**config.mk**
```make
export PLATFORM = sky130hd
export DESIGN_NAME = dac_channel_update_control
export DESIGN_NICKNAME = d
export VERILOG_FILES = /design/src/common/dac_channel_pkg.sv /design/src/core/dac_edge_detect.sv /design/src/core/dac_channel_update_control.sv
export SDC_FILE = /design/constraint.sdc
export NUM_CORES = 1
export LEC_CHECK = 0
export BUFFER_PORTS_ARGS = -buffer_cell sky130_fd_sc_hd__buf_2
export CAP_MARGIN = 5
export CORE_ASPECT_RATIO = 1.1
export CORE_MARGIN = 5
export CORE_UTILIZATION = 35
export CTS_CLUSTER_SIZE = 8
export DETAILED_ROUTE_END_ITERATION = 10
export PLACE_DENSITY_LB_ADDON = 0.3
export SLEW_MARGIN = 20
export SYNTH_ARGS = -nofsm -noshare
export SYNTH_HDL_FRONTEND = slang
export SYNTH_SLANG_ARGS = --single-unit
export TNS_END_PERCENT = 1
```
**constraint.sdc**
```tcl
create_clock -name clk_sys -period 4 [get_ports clk_sys]
set_input_delay 0.2 -clock clk_sys [delete_from_list [all_inputs] [get_ports clk_sys]]
set_output_delay 0.2 -clock clk_sys [all_outputs]
set_load 0.02 [all_outputs]
```
**src/common/dac_channel_pkg.sv**
```systemverilog
// package: register map, field layout and encodings of the converter channel
package dac_channel_pkg;
   localparam logic [7:0] addr_config_main = 8'h95;
   localparam logic [7:0] addr_config_gain = 8'h96;
   localparam logic [7:0] addr_data_low    = 8'h8b;
   localparam logic [7:0] addr_data_high   = 8'h8c;

   localparam logic [7:0] reset_data_low    = 8'h00;
   localparam logic [7:0] reset_data_high   = 8'h00;
   localparam logic [1:0] reset_buffer_gain = 2'h1;
   localparam logic [2:0] reset_update_src  = 3'h0;
   localparam logic       reset_justify     = 1'b0;
   localparam logic       reset_inhibit     = 1'b0;
   localparam logic       reset_pulse       = 1'b0;
   localparam logic [7:0] reset_rdata       = 8'h00;

   localparam int cfg_justify_pos = 5;
   localparam int cfg_src_msb     = 2;
   localparam int gain_msb        = 1;
   localparam int data_width      = 12;

   localparam logic [data_width-1:0] reset_code = 12'h000;

   typedef enum logic [2:0] {
      every_clock_source  = 3'b000,
      timer_three_overflow = 3'b001,
      timer_four_overflow  = 3'b010,
      timer_five_overflow  = 3'b011,
      logic_output_zero    = 3'b100,
      logic_output_one     = 3'b101,
      logic_output_two     = 3'b110,
      logic_output_three   = 3'b111
   } update_src_e;

   typedef enum logic [1:0] {
      gain_two            = 2'b00,
      gain_two_point_four = 2'b01,
      gain_three          = 2'b10
   } buffer_gain_e;

   // register write/read port from the core
   typedef struct packed {
      logic       wr;
      logic       rd;
      logic [7:0] addr;
      logic [7:0] wdata;
   } reg_req_s;

   // trigger inputs: timer overflows and logic outputs
   typedef struct packed {
      logic [2:0] timer_overflow;
      logic [3:0] logic_output;
   } trig_in_s;
endpackage : dac_channel_pkg

```
**src/core/dac_edge_detect.sv**
```systemverilog
// rising-edge detector with two-stage synchroniser for one trigger input
`timescale 1ns/1ns
`default_nettype none
module dac_edge_detect (
   input  wire logic clk_sys,
   input  wire logic resetn,
   input  wire logic clk_en,
   input  wire logic async_in,
   output logic      rise
);
   logic meta;
   logic sync;
   logic last;
   logic next_meta;
   logic next_sync;
   logic next_last;

   always_comb begin
      next_meta = meta;
      next_sync = sync;
      next_last = last;
      if (clk_en) begin
         next_meta = async_in;
         next_sync = meta;
         next_last = sync;
      end
   end

   always_ff @(posedge clk_sys or negedge resetn) begin
      if (!resetn) begin
         meta <= 1'b0;
         sync <= 1'b0;
         last <= 1'b0;
      end else begin
         meta <= next_meta;
         sync <= next_sync;
         last <= next_last;
      end
   end

   // the second stage and its one-cycle delayed copy feed the edge compare
   assign rise = sync & ~last;
endmodule // dac_edge_detect
`default_nettype wire

```
**src/core/dac_channel_update_control.sv**
```systemverilog
// converter channel: data latch, update trigger select, gain and justification
// Functional notes
// - source code 0 updates every clock; codes 1-3 on timer 3/4/5 overflow
// - codes 4-7 update on rising edge of logic outputs 0-3
// - low-byte write blocks updates; high-byte write releases the block
// - low-byte data register, 8-bit read-write, resets to 0x00
// - 2-bit buffer gain, reset 0x1, codes 2/2.4/3, driven to buffer
// - high-byte data register, 8-bit read-write, resets to 0x00
`timescale 1ns/1ns
`default_nettype none
module dac_channel_update_control
   import dac_channel_pkg::*;
(
   input  wire logic                  clk_sys,
   input  wire logic                  resetn,
   input  wire logic                  clk_en,
   input  wire reg_req_s              reg_req,
   input  wire trig_in_s              trig_in,
   output logic [7:0]                 reg_rdata,
   output logic [data_width-1:0]      converter_code,
   output logic                       update_pulse,
   output logic [1:0]                 buffer_gain_select
);
   logic [7:0]            data_low;
   logic [7:0]            data_high;
   logic [2:0]            update_src;
   logic                  justify_select;
   logic                  inhibit;
   logic [data_width-1:0] next_code;
   logic [7:0]            next_data_low;
   logic [7:0]            next_data_high;
   logic [2:0]            next_update_src;
   logic                  next_justify;
   logic                  next_inhibit;
   logic [1:0]            next_gain;
   logic [7:0]            next_rdata;
   logic                  next_pulse;
   logic [3:0]            logic_rise;
   logic [2:0]            timer_sync1;
   logic [2:0]            timer_sync2;
   logic                  trigger;
   logic [data_width-1:0] word;
   logic [2:0]            next_timer_sync1;
   logic [2:0]            next_timer_sync2;
   logic                  wr_low;
   logic                  wr_high;
   logic                  wr_main;
   logic                  wr_gain;
   logic                  rd_take;

   genvar gi;
   generate
      for (gi = 0; gi < 4; gi++) begin : g_edge
         dac_edge_detect u_edge (
            .clk_sys  (clk_sys),
            .resetn   (resetn),
            .clk_en   (clk_en),
            .async_in (trig_in.logic_output[gi]),
            .rise     (logic_rise[gi])
         );
      end
   endgenerate

   // two flops so timer and logic-output triggers share one latency
   always_comb begin
      next_timer_sync1 = timer_sync1;
      next_timer_sync2 = timer_sync2;
      if (clk_en) begin
         next_timer_sync1 = trig_in.timer_overflow;
         next_timer_sync2 = timer_sync1;
      end
   end

   always_ff @(posedge clk_sys or negedge resetn) begin
      if (!resetn) begin
         timer_sync1 <= 3'h0;
         timer_sync2 <= 3'h0;
      end else begin
         timer_sync1 <= next_timer_sync1;
         timer_sync2 <= next_timer_sync2;
      end
   end

   always_comb begin
      unique case (update_src_e'(update_src))
         every_clock_source:   trigger = 1'b1;
         timer_three_overflow: trigger = timer_sync2[0];
         timer_four_overflow:  trigger = timer_sync2[1];
         timer_five_overflow:  trigger = timer_sync2[2];
         logic_output_zero:    trigger = logic_rise[0];
         logic_output_one:     trigger = logic_rise[1];
         logic_output_two:     trigger = logic_rise[2];
         logic_output_three:   trigger = logic_rise[3];
      endcase
   end

   always_comb begin
      if (justify_select) begin
         word = {data_high, data_low[7:4]};
      end else begin
         word = {data_high[3:0], data_low};
      end
   end

   // decoded strobes; a frozen cycle takes no access
   always_comb begin
      wr_low  = clk_en && reg_req.wr && (reg_req.addr == addr_data_low);
      wr_high = clk_en && reg_req.wr && (reg_req.addr == addr_data_high);
      wr_main = clk_en && reg_req.wr && (reg_req.addr == addr_config_main);
      wr_gain = clk_en && reg_req.wr && (reg_req.addr == addr_config_gain);
      rd_take = clk_en && reg_req.rd;
   end

   always_comb begin
      next_data_low  = data_low;
      next_data_high = data_high;
      if (wr_low) begin
         next_data_low = reg_req.wdata;
      end
      if (wr_high) begin
         next_data_high = reg_req.wdata;
      end
   end

   always_ff @(posedge clk_sys or negedge resetn) begin
      if (!resetn) begin
         data_low  <= reset_data_low;
         data_high <= reset_data_high;
      end else begin
         data_low  <= next_data_low;
         data_high <= next_data_high;
      end
   end

   // low write blocks, high write releases
   always_comb begin
      next_inhibit = inhibit;
      if (wr_low) begin
         next_inhibit = 1'b1;
      end else if (wr_high) begin
         next_inhibit = 1'b0;
      end
   end

   always_ff @(posedge clk_sys or negedge resetn) begin
      if (!resetn) begin
         inhibit <= reset_inhibit;
      end else begin
         inhibit <= next_inhibit;
      end
   end

   // reserved and unbuilt bits are dropped on write
   always_comb begin
      next_justify    = justify_select;
      next_update_src = update_src;
      next_gain       = buffer_gain_select;
      if (wr_main) begin
         next_justify    = reg_req.wdata[cfg_justify_pos];
         next_update_src = reg_req.wdata[cfg_src_msb:0];
      end
      if (wr_gain) begin
         next_gain = reg_req.wdata[gain_msb:0];
      end
   end

   always_ff @(posedge clk_sys or negedge resetn) begin
      if (!resetn) begin
         update_src         <= reset_update_src;
         justify_select     <= reset_justify;
         buffer_gain_select <= reset_buffer_gain;
      end else begin
         update_src         <= next_update_src;
         justify_select     <= next_justify;
         buffer_gain_select <= next_gain;
      end
   end

   // pulse holds through a frozen cycle like all state
   always_comb begin
      next_code  = converter_code;
      next_pulse = update_pulse;
      if (clk_en) begin
         next_pulse = 1'b0;
         if (trigger && !inhibit) begin
            next_code  = word;
            next_pulse = 1'b1;
         end
      end
   end

   always_ff @(posedge clk_sys or negedge resetn) begin
      if (!resetn) begin
         converter_code <= reset_code;
         update_pulse   <= reset_pulse;
      end else begin
         converter_code <= next_code;
         update_pulse   <= next_pulse;
      end
   end

   // unmapped addresses read as zero
   always_comb begin
      next_rdata = reg_rdata;
      if (rd_take) begin
         unique case (reg_req.addr)
            addr_data_low:    next_rdata = data_low;
            addr_data_high:   next_rdata = data_high;
            addr_config_main: next_rdata = {2'h0, justify_select, 2'h0, update_src};
            addr_config_gain: next_rdata = {6'h00, buffer_gain_select};
            default:          next_rdata = 8'h00;
         endcase
      end
   end

   always_ff @(posedge clk_sys or negedge resetn) begin
      if (!resetn) begin
         reg_rdata <= reset_rdata;
      end else begin
         reg_rdata <= next_rdata;
      end
   end
endmodule // dac_channel_update_control
`default_nettype wire

```
==> results.txt, run 1 <==
Area grow syn2layout: 21.3%
CTS buffer count: 9
Startpoint types: register
Min-delay worst type: input port to register
Sum of negative setup slack: 0 ns
Fin util: 42.9%
Initial antenna violation count: 0
Clock Latency Late Sink: 0.33 ns
Core region area: 7830 um2
Worst-path cell with the longest stage delay: a22oi_2
DR WL/cell: 15.6 um
DRT Pass-1 Iters: 5
Synth Warn #: 0
Distinct cells, synth: 35
Deepest clock path buffer count: 2
Layout Cell Area excl Fill: 3360 um2
Clk slew on worst S/H paths: 0.07 ns
CP arrival: 2.44 ns
Cell mode on critical path: mux2_2
Post-synth top cells: mux2_2, dfrtp_1, nand2_1, o21ai_0, nand3b_1
Maximum resistive drop on vdd: 0.167 mV
Crit-path max cell delay: 0.62 ns
Cts hold-fix bufs: 1
Via Count: 1787
Endpoints failing setup: 0
Post-synth EDFFs: 0
CP cell instances: mux2_2 > o2111a_1 > a22oi_2 > mux2_2
Met3 WL: 229 um
Largest cells by area after synthesis: dfrtp_1, mux2_2, o21ai_0, nand3b_1, nand2_1
Overflow left after global routing: 0
Vias in the first global route: 1873
CTS tree: done
Starting density of the core: 35.4%
Part of the cycle the worst path needs: 55.5%
Sequential cell area: 1550 um2
H-tree levels: 3
Routed wl met2: 2680 um
Sink Count: 62
Max Transition Viols Final: 0
Fin. Hold Viols: 0
Placer Congestion: 0.731
Share of cells above drive strength 1: 51.5%
Leak: 1.62 nW
Achievable Freq: 0.450 GHz
Count of max-cap constraint violations: 0
Hpwl dp: 4160 um
Synth area leader: dfrtp_1
Ys flop type: dfrtp_1
Setup Fix Bufs, Post-CTS: 0
RSZ-0062 raised after global routing: false
CP Data Required Time: 4.22 ns
DR top layer: met4
Most numerous cell in the Yosys netlist: mux2_2
Layout Skew: 0.00675 ns
Area post-placement: 3120 um2
Status: finished, final reports clean
Cell area after synthesis: 2770 um2
Multi-input logic area: 1160 um2
Width of the die: 94.8 um
Setup Crit Path Kind: register to register
Post-synthesis async set-or-reset flop share: 100%
I/O pin count: 51
CP endpoint kind: register
Post-Route M1 WL: 2730 um
CTS root buf: clkbuf_8
Cell Pwr Density: 419 nW/um2
Largest net degree at the start of global routing: 34
Slew @ Worst Pin: 0.711 ns
Mean Syn Cell Area: 13.7 um2
Drt drc: 0
Post-CTS Resized: 0
Routed Antenna Nets: 0
Sequential-to-total area share from yosys stat: 56.0%
Full die area: 9800 um2
Post-route minimum period: 2.22 ns
Crit path max fanout: 13
Initial DRC Count: 47
Num rows: 34
Die Height: 103 um
Syn Nets: 231
Slew margin rel.: 52.2%
Final wirelength: 5760 um
Port Buffers: 50
# diodes: 0
# fillers: 761
GRT Overall Usage: 12.9%
Flops & latches, synth: 62
First-pass GRT wire length: 9550 um
Synth top area share: 55.1%
Syn Inst Count: 203
Nets: 285
Vias per inst: 4.83
placed cells by master (no fill, tap or decap), types with 2 or more instances in the layout:
| cell | n |
|---|---|
| nor3b_1 | 2 |
| a222oi_1 | 2 |
| o311ai_0 | 2 |
| mux2_2 | 63 |
| bufinv_16 | 2 |
| o21ai_0 | 12 |
| nand2_1 | 12 |
| buf_2 | 50 |
| clkbuf_8 | 11 |
| and2_1 | 2 |
| dfrtp_1 | 61 |
| inv_1 | 4 |
| nand3b_1 | 7 |
| nor2_1 | 2 |
| a211oi_1 | 2 |
| a22o_1 | 2 |
| a22oi_1 | 4 |
| a221o_1 | 2 |
logic make-up after synthesis:
group	count (synthesis)	share of synthesized area (%)
muxes	63	25.6
and+or+nand+nor	36	8.62
AOI/OAI and AO/OA	29	7.54
buffers and inverters	13	2.21
DFF	62	56.0
worst max-delay path: cells and delay by family, from the launching register on:
kind | cells | cell delay, ns
AO/OA/AOI/OAI | 2 | 0.86
flip-flops | 1 | 0.47
multiplexers | 2 | 0.78
final cells by class:
type	count	share of cell area, %
Multi-Input combinational cell	128	34.4
Sequential cell	62	46.2
Inverter	4	0.447
Clock buffer	11	4.50
Tap cell	108	4.02
Clock inverter	5	2.42
Timing Repair Buffer	52	7.97
path summary, 6_finish.rpt:
kind                                      startpoint  slack (ns)                                end  cells past startpoint
setup reg to reg           update_src[1]$_DFFE_PN0P_        1.78      converter_code[2]$_DFFE_PN0P_                      4
hold / removal                            trig_in[0]        0.09  g_edge[0].u_edge.meta$_DFFE_PN0P_                      2
min in group asynchronous                     resetn        0.45           reg_rdata[7]$_DFFE_PN0P_                      2
setup / recovery           update_src[1]$_DFFE_PN0P_        1.78      converter_code[2]$_DFFE_PN0P_                      4
max in group asynchronous                     resetn        2.63  buffer_gain_select[0]$_DFFE_PN1P_                      3
hold reg to reg             reg_rdata[2]$_DFFE_PN0P_        0.47           reg_rdata[2]$_DFFE_PN0P_                      2
routing by layer:
metal	up-vias	track usage, %
met5	-	0
met1	882	17.7
met2	33	19.1
met4	0	5.66
met3	9	3.76
li1	863	-
power by group:
| group | switching, W | internal (W) |
|---|---|---|
| clock network | 0.000241 | 0.000385 |
| registers | 0.0000214 | 0.000661 |
| logic | 0.0000501 | 0.0000507 |
| total | 0.000312 | 0.00110 |
flip-flops by register name, summed over array words and instances, names as in the netlist:
signal	count
converter_code	12
g_edge.u_edge.last	4
timer_sync1	3
reg_rdata	8
g_edge.u_edge.sync	4
data_high	8
inhibit	1
timer_sync2	3
update_pulse	1
justify_select	1
data_low	8
g_edge.u_edge.meta	4
update_src	3
buffer_gain_select	2
metrics by stage:
stage,hold WS (ns),std cells,power [W],setup WS [ns]
2_1_floorplan,-0.0956,203,0.000748,2.12
4_1_cts,0.0738,370,0.00143,1.76
6_report,0.0889,370,0.00141,1.78
3_3_place_gp,0.299,353,0.000794,1.82
5_1_grt,0.0809,370,0.00147,1.67
3_5_place_dp,0.301,353,0.000797,1.75
Note: power is estimated with default switching activity, not from simulation.
==> inputs of run 2 (changes only) <==
clock period = 2.2 ns   (was 4 ns; I/O delays follow)
==> run 2 against run 1 <==
Routed wire length grew 0.75%. Non-clock buffer count is 12 higher. Clock skew grew 0.0014 ns. Worst hold slack worse by 0.070 ns. Sequential power increased by 82%. Combinational power increased by 95%. Flip-flop and latch count is the same. Final cell count increased by 3.0%. Critical path depth is 1 higher. Highest routed layer unchanged.
==> results.txt, run 2 (synthesis results as in run 1) <==
Status: finished, final reports clean (unchanged)
CTS root buf: clkbuf_8 (unchanged)
Num rows: 34 (unchanged)
Worst-path cell with the longest stage delay: dfrtp_1 (was a22oi_2)
Setup Crit Path Kind: register to register (unchanged)
Met3 Resource Use GR: 3.40% (was 3.76%)
Crit path max fanout: 13 (unchanged)
Most common cell after layout, fill and taps aside: mux2_2 (unchanged)
Nets: 297 (was 285)
Deepest clock path buffer count: 2 (unchanged)
GRT Overall Usage: 13.0% (was 12.9%)
Vias per inst: 4.84 (was 4.83)
Starting density of the core: 35.4% (unchanged)
Final wirelength: 5800 um (was 5760 um)
Achievable Freq: 0.511 GHz (was 0.450 GHz)
Met2 Track Usage GR: 18.7% (was 19.1%)
Total power: 0.00241 W (was 0.00141 W)
Clock Latency Late Sink: 0.34 ns (was 0.33 ns)
Overflow left after global routing: 0 (unchanged)
First-pass GRT wire length: 9670 um (was 9550 um)
P_sw: 0.000556 W (was 0.000312 W)
Core region area: 7830 um2 (unchanged)
Final std cells w/o fill: 381 (was 370)
Drt drc: 0 (unchanged)
Endpoints failing setup: 0 (unchanged)
Max reg flops: 12 (unchanged)
RSZ-0062 raised after global routing: false (unchanged)
Post-CTS Resized: 0 (unchanged)
Part of the cycle the worst path needs: 89.0% (was 55.5%)
Largest net degree at the start of global routing: 31 (was 34)
Cell Pwr Density: 702 nW/um2 (was 419 nW/um2)
Initial antenna violation count: 0 (unchanged)
Switch share: 23.1% (was 22.2%)
Placed cells: 357 (was 353)
Sum of negative setup slack: 0 ns (unchanged)
CP endpoint kind: register (unchanged)
Die Height: 103 um (unchanged)
GR Layer Usage met1: 18.1% (was 17.7%)
Setup Fix Bufs, Post-CTS: 0 (unchanged)
Critical path buffer and inverter count: 1 (was 0)
I/O pin count: 51 (unchanged)
Internal: 0.00185 W (was 0.00110 W)
CP Data Required Time: 2.42 ns (was 4.22 ns)
Clock group share of total power: 40.3% (was 44.4%)
Placer Congestion: 0.718 (was 0.731)
Count of max-cap constraint violations: 0 (unchanged)
Sink Count: 62 (unchanged)
Crit-path max cell delay: 0.47 ns (was 0.62 ns)
Cell family with most CP delay: multiplexers (was compound AO/OA/AOI/OAI gates)
CP arrival: 2.18 ns (was 2.44 ns)
Fin. Hold Viols: 0 (unchanged)
CTS tree: done (unchanged)
DR WL/cell: 15.2 um (was 15.6 um)
CTS buffer count: 9 (unchanged)
Leak: 1.65 nW (was 1.62 nW)
Routed Antenna Nets: 0 (unchanged)
GRT busiest layer: met2 (unchanged)
CP cell instances: mux2_2 > o2111a_1 > a22oi_2 > buf_4 > mux2_2 (was mux2_2 > o2111a_1 > a22oi_2 > mux2_2)
Share of cells above drive strength 1: 50.2% (was 51.5%)
Slew @ Worst Pin: 0.605 ns (was 0.711 ns)
H-tree levels: 3 (unchanged)
Cts hold-fix bufs: 9 (was 1)
# diodes: 0 (unchanged)
Reg2Reg Setup Slack: 0.24 ns (was 1.78 ns)
Slew margin rel.: 59.5% (was 52.2%)
Min-delay worst type: input port to register (unchanged)
Most flops, register: converter_code (unchanged)
Hpwl dp: 4220 um (was 4160 um)
Flop pwr share: 51.5% (was 48.4%)
Max Transition Viols Final: 0 (unchanged)
Vias in the first global route: 1893 (was 1873)
Clk slew on worst S/H paths: 0.07 ns (about the same)
Layout Skew: 0.00814 ns (was 0.00675 ns)
DRT Pass-1 Iters: 4 (was 5)
Post-route minimum period: 1.96 ns (was 2.22 ns)
Area grow syn2layout: 23.7% (was 21.3%)
Full die area: 9800 um2 (unchanged)
Port Buffers: 50 (unchanged)
Cell mode on critical path: mux2_2 (unchanged)
Via Count: 1843 (was 1787)
Startpoint types: register (unchanged)
Initial DRC Count: 70 (was 47)
Logic gate share of total power: 8.2% (was 7.2%)
Width of the die: 94.8 um (unchanged)
Maximum resistive drop on vdd: 0.241 mV (was 0.167 mV)
Leading cell types in the layout, fill and taps excluded: mux2_2, dfrtp_1, buf_2 (unchanged)
-- run 2: worst paths after layout --
| path | startpoint | to | cells past startpoint |
|---|---|---|---|
| min reg2reg | reg_rdata[2]$_DFFE_PN0P_ | reg_rdata[2]$_DFFE_PN0P_ | 2 |
| min | reg_req[6] | data_low[6]$_DFFE_PN0P_ | 2 |
| min in group asynchronous | resetn | reg_rdata[7]$_DFFE_PN0P_ | 2 |
| max reg2reg | update_src[1]$_DFFE_PN0P_ | converter_code[3]$_DFFE_PN0P_ | 5 |
| max | update_src[1]$_DFFE_PN0P_ | converter_code[3]$_DFFE_PN0P_ | 5 |
| max in group asynchronous | resetn | timer_sync2[0]$_DFFE_PN0P_ | 3 |
-- run 2: power by group through the flow --
| stage | sequential (W) | clock [W] | combinational (W) |
|---|---|---|---|
| final | 0.00124 | 0.000969 | 0.000197 |
| after global routing | 0.00125 | 0.00103 | 0.000222 |
| after CTS | 0.00124 | 0.000998 | 0.000202 |
| after detailed placement | 0.00126 | 0 | 0.000189 |
| after global placement | 0.00126 | 0 | 0.000186 |
| after floorplan | 0.00126 | 0 | 0.000105 |
-- run 2: final cells by class --
| cell class | count | area, um2 |
|---|---|---|
| clock inverters | 4 | 47.5 |
| well taps | 108 | 135 |
| flip-flops and latches | 62 | 1550 |
| repair buffers | 64 | 378 |
| multi-input cells | 128 | 1160 |
| fillers | 770 | 4400 |
| inverters | 4 | 15.0 |
| clock buffers | 11 | 141 |
-- run 2: routing by layer --
metal,part of all wire [%],vias up
met4,2.0,0
met5,0,-
met1,49,910
met3,4.5,10
met2,44,40
li1,-,883
-- run 2: worst register-to-register path, stage by stage, from the launching register on --
cell	delay [ns]
dfrtp_1	0.47
mux2_2	0.37
o2111a_1	0.25
a22oi_2	0.17
buf_4	0.23
mux2_2	0.36
-- run 2: metrics by stage --
stage / setup slack, ns / instance area (um2) / hold WS, ns / utilization, %
after floorplan: 0.319 / 2770 / -0.186 / -
after global placement: 0.302 / 3150 / -0.0342 / 40.2
after detailed placement: 0.234 / 3150 / -0.0318 / 40.2
after CTS: 0.209 / 3430 / 0.00162 / 43.8
after global routing: 0.154 / 3430 / 0.0124 / 43.8
final: 0.242 / 3430 / 0.0193 / 43.8
==> inputs of run 3 (changes only) <==
ABC_AREA = 1   (was default)
==> run 3 against run 2 <==
Synthesized cell count increased by 78%. Combinational power increased by 120%. Area after synthesis increased by 5.2%. Critical path depth increased by 3. Highest routed layer unchanged.
==> results.txt, run 3 <==
Maximum resistive drop on vdd: 0.341 mV (was 0.241 mV)
Die Height: 106 um (was 103 um)
Met2 Track Usage GR: 22.1% (was 18.7%)
CTS buffer count: 9 (unchanged)
Nets: 449 (was 297)
Vias in the first global route: 2342 (was 1893)
Routed Antenna Nets: 0 (unchanged)
GRT Overall Usage: 13.6% (was 13.0%)
First-pass GRT wire length: 11200 um (was 9670 um)
Fin. Hold Viols: 0 (unchanged)
Crit path max fanout: 13 (unchanged)
Syn Nets: 389 (was 231)
Cts hold-fix bufs: 9 (unchanged)
DR WL/cell: 11.9 um (was 15.2 um)
Initial antenna violation count: 0 (unchanged)
Drt drc: 0 (unchanged)
Sequential-to-total area share from yosys stat: 53.3% (was 56.0%)
Synth area leader: dfrtp_1 (unchanged)
Core region area: 8280 um2 (was 7830 um2)
Largest cells by area after synthesis: dfrtp_1, nand2_1, o21ai_0, nand3_1, inv_1 (was dfrtp_1, mux2_2, o21ai_0, nand3b_1, nand2_1)
Slew margin rel.: 48.2% (was 59.5%)
Clk slew on worst S/H paths: 0.06 ns (was 0.07 ns)
Reg2Reg Setup Slack: 0.79 ns (was 0.24 ns)
Min-delay worst type: input port to register (unchanged)
Vias per inst: 4.51 (was 4.84)
Critical Path Start: update_src[1]$_DFFE_PN0P_ (unchanged)
Leading cell types in the layout, fill and taps excluded: nand2_1, dfrtp_1, buf_2 (was mux2_2, dfrtp_1, buf_2)
Clock Latency Late Sink: 0.33 ns (was 0.34 ns)
Count of max-cap constraint violations: 0 (unchanged)
Via Count: 2411 (was 1843)
Status: finished, final reports clean (unchanged)
CP endpoint kind: register (unchanged)
# diodes: 0 (unchanged)
I/O pin count: 51 (unchanged)
CP arrival: 1.63 ns (was 2.18 ns)
Layout Skew: 0.00758 ns (was 0.00814 ns)
Width of the die: 97.0 um (was 94.8 um)
Full die area: 10300 um2 (was 9800 um2)
Most common cell after layout, fill and taps aside: nand2_1 (was mux2_2)
Area grow syn2layout: 19.4% (was 23.7%)
Endpoints failing setup: 0 (unchanged)
Area post-placement: 3240 um2 (was 3150 um2)
Post-CTS Resized: 0 (unchanged)
CTS tree: done (unchanged)
Distinct cells, synth: 21 (was 35)
H-tree levels: 3 (unchanged)
GR Layer Usage met1: 17.1% (was 18.1%)
Initial DRC Count: 127 (was 70)
Largest net degree at the start of global routing: 63 (was 31)
Post-synthesis async set-or-reset flop share: 100% (unchanged)
Met3 Resource Use GR: 4.24% (was 3.40%)
Mean Syn Cell Area: 8.08 um2 (was 13.7 um2)
Max Transition Viols Final: 0 (unchanged)
Max reg flops: 12 (unchanged)
Launching point of the worst reg2reg path: update_src[1]$_DFFE_PN0P_ (unchanged)
Sink Count: 62 (unchanged)
Post-route minimum period: 1.41 ns (was 1.96 ns)
Post-synth EDFFs: 0 (unchanged)
Flops & latches, synth: 62 (unchanged)
DRT Pass-1 Iters: 4 (unchanged)
Share of cells above drive strength 1: 22.6% (was 50.2%)
Slew @ Worst Pin: 0.776 ns (was 0.605 ns)
Part of the cycle the worst path needs: 64.0% (was 89.0%)
CTS root buf: clkbuf_8 (unchanged)
Sum of negative setup slack: 0 ns (unchanged)
Most flops, register: converter_code (unchanged)
Port Buffers: 50 (unchanged)
Setup Crit Path Kind: register to register (unchanged)
Ys flop type: dfrtp_1 (unchanged)
Hold path depth: 3 (was 2)
Layout Cell Area excl Fill: 3480 um2 (was 3430 um2)
Starting density of the core: 35.2% (was 35.4%)
R2R cell count: 8 (was 5)
Cell area after synthesis: 2920 um2 (was 2770 um2)
Final wirelength: 6360 um (was 5800 um)
Synth top area share: 52.4% (was 55.1%)
Achievable Freq: 0.710 GHz (was 0.511 GHz)
Num rows: 35 (was 34)
Cell Pwr Density: 740 nW/um2 (was 702 nW/um2)
Startpoint types: register (unchanged)
Placer Congestion: 0.750 (was 0.718)
CP Data Required Time: 2.42 ns (about the same)
Hold Crit Start: reg_req[7] (was reg_req[6])
Post-synth top cells: nand2_1, dfrtp_1, o21ai_0 (was mux2_2, dfrtp_1, nand2_1, o21ai_0, nand3b_1)
Overflow left after global routing: 0 (unchanged)
Hpwl dp: 4710 um (was 4220 um)
Deepest clock path buffer count: 2 (unchanged)
Synth Warn #: 0 (unchanged)
Syn Inst Count: 361 (was 203)
RSZ-0062 raised after global routing: false (unchanged)
Setup Fix Bufs, Post-CTS: 0 (unchanged)
Most numerous cell in the Yosys netlist: nand2_1 (was mux2_2)
Leak: 1.80 nW (was 1.65 nW)
GRT busiest layer: met2 (unchanged)
## run 3: area by class of cell
class | instances | area (um2)
clock inverter | 2 | 10.0
multi-input combinational | 252 | 1150
sequential | 62 | 1550
fill | 829 | 4800
tap | 111 | 139
inverter | 35 | 131
timing repair buffer | 61 | 355
clock buffer | 12 | 145
## run 3: layer usage
metal	up-vias	wire, um	part of all wire (%)
li1	1252	-	-
met1	1120	2890	45
met5	-	0	0
met2	34	3140	49
met3	5	249	3.9
met4	0	78	1.2
## run 3: cells by family (layout without fill, tap and decap cells)
family / after synthesis / in the layout / synth area share (%)
buffers and inverters: 47 / 110 / 7.38
and+or+nand+nor: 201 / 201 / 30.4
DFF: 62 / 62 / 53.3
AOI/OAI and AO/OA: 51 / 51 / 8.97
## run 3: worst max-delay path: stages, from the launching register on
cell and delay [ns]:
dfrtp_1 0.44, inv_1 0.11, nand3_1 0.09, a21oi_2 0.15
nor2_2 0.07, nand2_4 0.14, nand2_4 0.16, nand2_1 0.11
nand2_1 0.05
## run 3: power breakdown
part | switching (W) | internal, W
sequential | 0.0000700 | 0.00125
clock | 0.000398 | 0.000424
combinational | 0.000275 | 0.000154
## run 3: per-stage QoR
stage,hold slack [ns],util [%],power (W),std cells,setup WS (ns)
floorplan,-0.186,-,0.00162,361,0.965
global placement,0.311,39.1,0.00177,512,0.620
detailed placement,0.323,39.1,0.00177,512,0.552
CTS,0.00169,42.1,0.00261,535,0.769
global route,0.000637,42.1,0.00274,535,0.639
finish,0.0101,42.1,0.00257,535,0.791
## run 3: final timing paths
| path | to |
|---|---|
| worst min register to register | timer_sync1[1]$_DFFE_PN0P_ |
| max in group asynchronous | reg_rdata[6]$_DFFE_PN0P_ |
| min in group asynchronous | converter_code[1]$_DFFE_PN0P_ |
| worst max register to register | converter_code[2]$_DFFE_PN0P_ |
| worst min-delay path | data_low[7]$_DFFE_PN0P_ |
| worst max-delay path | converter_code[2]$_DFFE_PN0P_ |
